`src/verilog/nvm_ctrl_defines.vh`:
```
`ifndef NVM_CTRL_DEFINES_VH
`define NVM_CTRL_DEFINES_VH
// I/O space register addresses (6-bit I/O address)
`define NVM_ADDR_CTRL 6'h1f
`define NVM_ADDR_DATA 6'h20
`define NVM_ADDR_ADRL 6'h21
`define NVM_ADDR_ADRH 6'h22
`define NVM_ADDR_STAT 6'h23
`define NVM_ADDR_IEN 6'h24
`define NVM_ADDR_ICLR 6'h25
// Control register fields
`define CTRL_READ 0
`define CTRL_GO 1
`define CTRL_ARM 2
`define CTRL_RIE 3
`define CTRL_MODE_LO 4
`define CTRL_MODE_HI 5
// Mode encodings
`define MODE_ATOMIC 2'h0
`define MODE_ERASE 2'h1
`define MODE_WRITE 2'h2
// Status bits
`define STAT_DONE 0
`define STAT_REFUSED 1
// Timing
`define ARM_WINDOW 3'h4
`define READ_STALL 3'h4
`define PROG_STALL 3'h2
`define CAL_DIV 5'h19
`define PROG_ATOMIC_US 3400
`define PROG_SPLIT_US 1800
`define CAL_RATE_MHZ 8
`endif

```
`src/verilog/nvm_prog_timer.v`:
```
`timescale 1ns/100ps
`include "nvm_ctrl_defines.vh"
module nvm_prog_timer #(
  parameter ATOMIC_TICKS = `PROG_ATOMIC_US * `CAL_RATE_MHZ,
  parameter SPLIT_TICKS = `PROG_SPLIT_US * `CAL_RATE_MHZ
) (
  input wire clk,
  input wire calTick,
  input wire start,
  input wire shortRun,
  output reg running,
  output reg doneP
);
  reg [15:0] cnt;
  // Counts only on calibrated-oscillator ticks, not on clk cycles
  always @(posedge clk)
  begin
    doneP <= 1'b0;
    if (start)
    begin
      running <= 1'b1;
      cnt <= shortRun ? SPLIT_TICKS[15:0] : ATOMIC_TICKS[15:0];
    end
    else if (running && calTick)
    begin
      if (cnt <= 16'h0001)
      begin
        running <= 1'b0;
        doneP <= 1'b1;
      end
      cnt <= cnt - 16'h0001;
    end
  end
  // Running and counter have no reset: programming survives a reset
  initial running = 1'b0;
  initial cnt = 16'h0000;
  initial doneP = 1'b0;
endmodule // nvm_prog_timer

```
`src/verilog/nvm_byte_ctrl.v`:
```
// The placing of the registers and the plain strobed port were decided locally.
`timescale 1ns/100ps
`include "nvm_ctrl_defines.vh"
// How it works
// - A read of the array stalls the processor four clock cycles.
// - Triggering programming stalls the processor two clock cycles.
// - Mode zero plus go within four cycles of arm starts erase and write.
// - Go bit reads one while programming, cleared by hardware at completion.
// - Any other array access is refused while programming runs.
// - Mode 01 with armed go performs erase only.
// - Mode 10 with armed go writes data without erase.
// - Programming time comes from the calibrated oscillator tick, not clk.
// - A reset during programming lets the operation finish.
// - Address, data and control sit in the I/O register space.
// - Hardware clears the arm bit four cycles after software sets it.
// - Mode writes are ignored while the go bit is set.
// - While programming, read strobe only sets the refused status bit and address writes are ignored.
// - With ready enable set, a level interrupt stays high while idle.
module nvm_byte_ctrl #(
  parameter ATOMIC_TICKS = `PROG_ATOMIC_US * `CAL_RATE_MHZ,
  parameter SPLIT_TICKS = `PROG_SPLIT_US * `CAL_RATE_MHZ
) (
  input wire clk,
  input wire rst_n,
  input wire [5:0] ioAddr,
  input wire [7:0] ioWdata,
  input wire ioWr,
  input wire ioRd,
  output reg [7:0] ioRdata,
  output reg cpuStall,
  output reg readyIrq,
  output reg irq
);
  reg [8:0] nvmArray [0:511];
  reg [7:0] nvm_byte_data_q;
  reg [8:0] nvm_byte_address_q;
  reg [1:0] program_mode_sel_q;
  reg ready_irq_enable_q;
  reg program_arm_q;
  reg [2:0] armCnt_q;
  reg [2:0] stallCnt_q;
  reg [4:0] divCnt_q;
  reg calTick_q;
  reg [1:0] opMode_q;
  reg [1:0] stat_q;
  reg [1:0] statEn_q;
  reg [7:0] rdNext;
  wire busy;
  wire doneP;
  wire wrCtrl;
  wire goReq;
  wire rdReq;
  wire [1:0] statSet;
  integer i;

  // Returns true on a write to the given I/O address
  function isWrite;
    input [5:0] a;
    input [5:0] target;
    input w;
    begin
      isWrite = w && (a == target);
    end
  endfunction

  assign wrCtrl = isWrite(ioAddr, `NVM_ADDR_CTRL, ioWr);
  // Go accepted only inside live arm window, idle array
  assign goReq = wrCtrl && ioWdata[`CTRL_GO] && program_arm_q && !busy;
  // Read strobe ignored while programming
  assign rdReq = wrCtrl && ioWdata[`CTRL_READ] && !busy;
  assign statSet = {wrCtrl && (ioWdata[`CTRL_READ] || ioWdata[`CTRL_GO]) && busy, doneP};

  // Calibrated oscillator stand-in: divided enable pulse
  always @(posedge clk)
  begin
    if (!rst_n)
    begin
      divCnt_q <= 5'h00;
      calTick_q <= 1'b0;
    end
    else
    begin
      calTick_q <= (divCnt_q == `CAL_DIV - 5'h01);
      divCnt_q <= (divCnt_q == `CAL_DIV - 5'h01) ? 5'h00 : divCnt_q + 5'h01;
    end
  end

  // Self-timed programming; not reset so it runs through reset
  nvm_prog_timer #(
    .ATOMIC_TICKS(ATOMIC_TICKS),
    .SPLIT_TICKS(SPLIT_TICKS)
  ) u_timer (
    .clk(clk),
    .calTick(calTick_q),
    .start(goReq),
    .shortRun(program_mode_sel_q != `MODE_ATOMIC),
    .running(busy),
    .doneP(doneP)
  );

  // Array update at completion; op latched so reset cannot change it
  always @(posedge clk)
  begin
    if (goReq)
      opMode_q <= program_mode_sel_q;
    if (doneP)
    begin
      case (opMode_q)
        `MODE_ATOMIC: nvmArray[nvm_byte_address_q] <= {1'b0, nvm_byte_data_q};
        `MODE_ERASE: nvmArray[nvm_byte_address_q] <= 9'h0ff;
        // Bits can only be cleared; unerased target gives mixed data
        `MODE_WRITE: nvmArray[nvm_byte_address_q] <= {1'b0, nvmArray[nvm_byte_address_q][7:0] & nvm_byte_data_q};
        default: nvmArray[nvm_byte_address_q] <= nvmArray[nvm_byte_address_q];
      endcase
    end
  end

  initial
  begin
    opMode_q = 2'h0;
    for (i = 0; i < 512; i = i + 1)
      nvmArray[i] = 9'h0ff;
  end

  // Address and data registers; both frozen while busy
  // Data is kept through reset too, else a reset mid-program stores zero
  always @(posedge clk)
  begin
    if (!rst_n)
    begin
      if (!busy)
      begin
        nvm_byte_data_q <= 8'h00;
        nvm_byte_address_q <= 9'h000;
      end
    end
    else
    begin
      if (rdReq)
        nvm_byte_data_q <= nvmArray[nvm_byte_address_q][7:0];
      else if (isWrite(ioAddr, `NVM_ADDR_DATA, ioWr) && !busy)
        nvm_byte_data_q <= ioWdata;
      if (isWrite(ioAddr, `NVM_ADDR_ADRL, ioWr) && !busy)
        nvm_byte_address_q[7:0] <= ioWdata;
      if (isWrite(ioAddr, `NVM_ADDR_ADRH, ioWr) && !busy)
        nvm_byte_address_q[8] <= ioWdata[0];
    end
  end

  // Control fields, arm window mode lock
  always @(posedge clk)
  begin
    if (!rst_n)
    begin
      ready_irq_enable_q <= 1'b0;
      program_arm_q <= 1'b0;
      armCnt_q <= 3'h0;
      if (!busy)
        program_mode_sel_q <= `MODE_ATOMIC;
    end
    else
    begin
      if (wrCtrl)
      begin
        ready_irq_enable_q <= ioWdata[`CTRL_RIE];
        if (!busy && !goReq)
          program_mode_sel_q <= ioWdata[`CTRL_MODE_HI:`CTRL_MODE_LO];
      end
      if (wrCtrl && ioWdata[`CTRL_ARM] && !goReq)
      begin
        program_arm_q <= 1'b1;
        armCnt_q <= `ARM_WINDOW;
      end
      else if (goReq || armCnt_q <= 3'h1)
      begin
        program_arm_q <= 1'b0;
        armCnt_q <= 3'h0;
      end
      else
        armCnt_q <= armCnt_q - 3'h1;
    end
  end

  // CPU stall counter: four on read, two on program trigger
  always @(posedge clk)
  begin
    if (!rst_n)
    begin
      stallCnt_q <= 3'h0;
      cpuStall <= 1'b0;
    end
    else if (rdReq)
    begin
      stallCnt_q <= `READ_STALL - 3'h1;
      cpuStall <= 1'b1;
    end
    else if (goReq)
    begin
      stallCnt_q <= `PROG_STALL - 3'h1;
      cpuStall <= 1'b1;
    end
    else if (stallCnt_q != 3'h0)
    begin
      stallCnt_q <= stallCnt_q - 3'h1;
      cpuStall <= 1'b1;
    end
    else
      cpuStall <= 1'b0;
  end

  // Sticky status: set wins over clear in the same cycle
  always @(posedge clk)
  begin
    if (!rst_n)
    begin
      stat_q <= 2'h0;
      statEn_q <= 2'h0;
    end
    else
    begin
      if (isWrite(ioAddr, `NVM_ADDR_IEN, ioWr))
        statEn_q <= ioWdata[1:0];
      if (isWrite(ioAddr, `NVM_ADDR_ICLR, ioWr))
        stat_q <= (stat_q & ~ioWdata[1:0]) | statSet;
      else
        stat_q <= stat_q | statSet;
    end
  end

  // Read mux; go bit shows busy
  always @*
  begin
    rdNext = 8'h00;
    case (ioAddr)
      `NVM_ADDR_CTRL: rdNext = {2'h0, program_mode_sel_q, ready_irq_enable_q, program_arm_q, busy, 1'b0};
      `NVM_ADDR_DATA: rdNext = nvm_byte_data_q;
      `NVM_ADDR_ADRL: rdNext = nvm_byte_address_q[7:0];
      `NVM_ADDR_ADRH: rdNext = {7'h00, nvm_byte_address_q[8]};
      `NVM_ADDR_STAT: rdNext = {6'h00, stat_q};
      `NVM_ADDR_IEN: rdNext = {6'h00, statEn_q};
      default: rdNext = 8'h00;
    endcase
  end

  // Registered read data and interrupt outputs
  always @(posedge clk)
  begin
    if (!rst_n)
    begin
      ioRdata <= 8'h00;
      readyIrq <= 1'b0;
      irq <= 1'b0;
    end
    else
    begin
      ioRdata <= ioRd ? rdNext : 8'h00;
      readyIrq <= ready_irq_enable_q && !busy && !goReq;
      irq <= |(stat_q & statEn_q);
    end
  end
endmodule // nvm_byte_ctrl

```
`config.mk`:
```
export PLATFORM = sky130hd
export DESIGN_NAME = nvm_byte_ctrl
export DESIGN_NICKNAME = d
export VERILOG_FILES = /design/src/verilog/nvm_prog_timer.v /design/src/verilog/nvm_byte_ctrl.v
export VERILOG_INCLUDE_DIRS = /design/src /design/src/verilog
export SDC_FILE = /design/constraint.sdc
export NUM_CORES = 2
export LEC_CHECK = 0
export BUFFER_PORTS_ARGS = -buffer_cell sky130_fd_sc_hd__buf_2
export CORE_MARGIN = 2
export CORE_UTILIZATION = 44
export CTS_CLUSTER_DIAMETER = 40
export CTS_CLUSTER_SIZE = 20
export DETAILED_ROUTE_END_ITERATION = 12
export PLACE_DENSITY = 0.58
export SLEW_MARGIN = 5
export SYNTH_ARGS = -nofsm -noshare
export SYNTH_HDL_FRONTEND = slang
export SYNTH_MEMORY_MAX_BITS = 65536
export SYNTH_SLANG_ARGS = --single-unit
```
`constraint.sdc`:
```
create_clock -name clk -period 26.2 [get_ports clk]
set_input_delay 7.86 -clock clk [delete_from_list [all_inputs] [get_ports clk]]
set_output_delay 7.86 -clock clk [all_outputs]
set_load 0.02 [all_outputs]
```
==> impl_metrics.py <==
metrics = {
    "synth": {
        "synth_top_cell_by_area": "edfxtp_1",
        "ys_seq_elements": 4164,
        "synth_fa_ha_area_share_pct": 0.06169,
        "synth_top_family_by_area": "multiplexers",
        "synth_edf_count": 4133,
        "ys_seq_area_share_pct": 76.87,
        "yosysTopAreaCellShare_pct": 76.49,
        "yosys-top-cells-count": "4133 x edfxtp_1, 834 x mux4_2, 618 x nor2_1",
        "syn_area_sq_mm": 0.1623,
        "muxShareOfSynthArea_pct": 14.54,
        "synth_compound_area_share_pct": 3.384,
        "synthArstFlopShare_pct": 0,
        "synth_xor_area_share_pct": 0.09176,
        "syn_inst": 7990,
        "synth_area_per_cell_sq_um": 20.31,
        "ys_top_cells_by_area": "edfxtp_1 76%, mux4_2 12%, mux2i_1 2.7%",
        "synth-simple-area-share_pct": 3.318,
        "synthFlopType": "edfxtp_1",
        "syn_nets": 8016,
        "synth.most_common_cell": "edfxtp_1",
        "ys.warnings.count": 0,
        "synth_cell_types": 95,
    },
    "floorplan": {
        "ios": 29,
        "dieHeight_microns": 611.3,
        "num_rows": 222,
        "die_w_microns": 611.3,
        "core-area_sq_mm": 0.3664,
        "start_util_pct": 44.29,
        "dieArea_sq_mm": 0.3737,
    },
    "route": {
        "routed_wl_mm": 515.3,
        "drc": 0,
        "drt_iter0_drc": 12910,
        "vias_per_cell": 6.412,
        "num_vias": 86950,
        "routedWlPerCell_microns": 38.00,
        "ant_nets": 0,
        "drtPass1Iterations": 9,
    },
    "timing": {
        "setup-violations-final": 0,
        "period_needed_ns": 9.970,
        "hold_viol_final": 0,
        "rsz0062_at_grt": "false",
        "finClkSkew_ns": 0.05352,
        "relSlewSlack_pct": -4.163,
        "tightestPinTransition_ns": 1.562,
        "clock.fmax_ghz": 0.1003,
        "fin_crit_sh_pct": 38.05,
        "timing.final.max_slew_violations": 57,
        "tns_ns": 0,
    },
    "clock_network": {
        "worstSkewPairLatency_ns": 1.05,
        "cts_tree": "done",
        "cts.sinks": 4164,
        "numCtsBuffers": 528,
        "clk_path_buf_depth": 4,
        "cts_hold_buf": 0,
        "postCtsSetupRepairBufs": 0,
        "htree_levels": 6,
        "cts_root_buffer": "clkbuf_16",
        "path_clk_slew_ns": 0.05,
        "cts_resized": 0,
    },
    "worst_setup_path": {
        "reg2reg_from": "nvm_byte_address_q[1]",
        "crit_path_start": "ioAddr[2]",
        "critPathRequiredTime_ns": 26.86,
        "worstPathArrival_ns": 10.63,
        "crit_path_end_kind": "flip-flop",
        "path_class": "input pin to flip-flop",
        "cp-start-kind": "input pin",
        "crit_fanout": 16,
    },
    "placed_design": {
        "gp_congestion": 0.9681,
        "post-dp-hpwl_mm": 317.8,
        "port_buffers": 28,
    },
    "grt": {
        "grt_max_degree": 224,
        "gr-total-overflow": 0,
        "grt_pass1_vias": 84510,
        "grt_usage_pct": 27.22,
        "antenna_found_initial": 39,
        "grt_pass1_wl_mm": 702.8,
    },
    "finish": {
        "n_fill_cell": 28860,
        "nNetsFinal": 8324,
        "syn_to_final_growth_pct": 14.79,
        "drive_gt1_share_pct": 23.95,
    },
    "run": {
        "maxCapViolCount": 0,
    },
    "pwr": {
        "total_power_mw": 14.67,
        "vdd_drop_max_mv": 0.07396,
        "p_per_area_mw_per_mm2": 78.75,
        "cellLeakagePower_nw": 58.63,
    },
    "status": {
        "failed_checks": "max-slew violations",
        "status": "complete, but fails checks",
    },
    "min_path": {
        "hold_class": "flip-flop to flip-flop",
        "hp-start": "armCnt_q[0]",
    },
}
==> report_power, final <==
group | total (mW) | switching (mW) | internal [mW]
clock | 7.42 | 2.97 | 4.46
combinational | 0.0285 | 0.0156 | 0.0128
sequential | 7.22 | 0.00309 | 7.21
==> layer usage <==
metal / vias to the layer above / wire length (microns) / track usage [%] / share of wire, %
met2: 5358 / 233600 / 41.03 / 45
met1: 46550 / 196700 / 36.63 / 38
met3: 1080 / 57530 / 7.965 / 11
li1: 33940 / - / - / -
met4: 22 / 27190 / 12.49 / 5.3
met5: - / 321 / 0.4262 / 0.062
==> path summary, 6_finish.rpt <==
path | to | slack (ns) | depth (start not counted)
worst min register to register | armCnt_q[0] | 0.46 | 1
worst max-delay path | u_timer.cnt[13] | 16.23 | 7
worst min-delay path | armCnt_q[0] | 0.46 | 1
worst max register to register | nvmArray[377][4] | 16.76 | 15
==> cell usage in the layout, fill, tap and decap left out, types with 59 or more instances in the layout <==
master     count
mux4_2       834
o22ai_1       88
nand2_1      203
a221oi_1      59
inv_6         69
nand3_1      112
nor2_1       613
buf_4        225
o21ai_0       64
edfxtp_1    4133
a22oi_1      221
a21oi_1      106
mux2i_1      429
clkbuf_16    547
==> cells by family after synthesis <==
logic type	after synthesis
flip-flops	4164
multiplexers	1308
AND/OR/NAND/NOR	1201
AO/OA/AOI/OAI	776
buffers and inverters	516
XOR/XNOR	17
adder cells (fa/ha/maj)	8
==> state kept, by name, indices dropped and copies added, names as in the netlist, 2 cells and up <==
name / flops
opMode_q: 2
statEn_q: 2
nvmArray: 4096
ioRdata: 8
u_timer.cnt: 16
armCnt_q: 3
nvm_byte_address_q: 9
nvm_byte_data_q: 8
divCnt_q: 5
program_mode_sel_q: 2
stallCnt_q: 3
stat_q: 2
==> per-stage QoR <==
| stage | util, % | area, sq um | worst slack (ns) | std cells | hold slack [ns] |
|---|---|---|---|---|---|
| final | 50.84 | 186300 | 16.23 | 13560 | 0.4616 |
| after global routing | 50.83 | 186200 | 15.92 | 13550 | 0.5043 |
| after floorplan | - | 162300 | 5.402 | 7990 | 0.4222 |
| after global placement | 45.91 | 168200 | 15.30 | 12580 | 0.4375 |
| after detailed placement | 45.91 | 168200 | 15.15 | 12580 | 0.4562 |
| after CTS | 50.83 | 186200 | 16.26 | 13550 | 0.4650 |
==> layout make-up <==
type                    count  area (sq um)  share of cell area (%)
clock inverters           362          4134                   2.219
inverters                  18         77.57                 0.04165
diodes                     15         37.54                 0.02015
clock buffers             599         13910                   7.469
flip-flops and latches   4164        124700                   66.96
repair buffers            276          2290                   1.229
well taps                4816          6026                   3.235
multi-input cells        3310         35060                   18.82
==> worst max-delay path: stages <==
cell	delay (ns)
buf_2	0.17
nand4_1	0.11
nor3b_1	0.84
nand2_1	0.26
nor2_1	0.21
nand3_1	0.45
nand2_1	0.72
No activity file was read; power rests on OpenSTA's default activity.
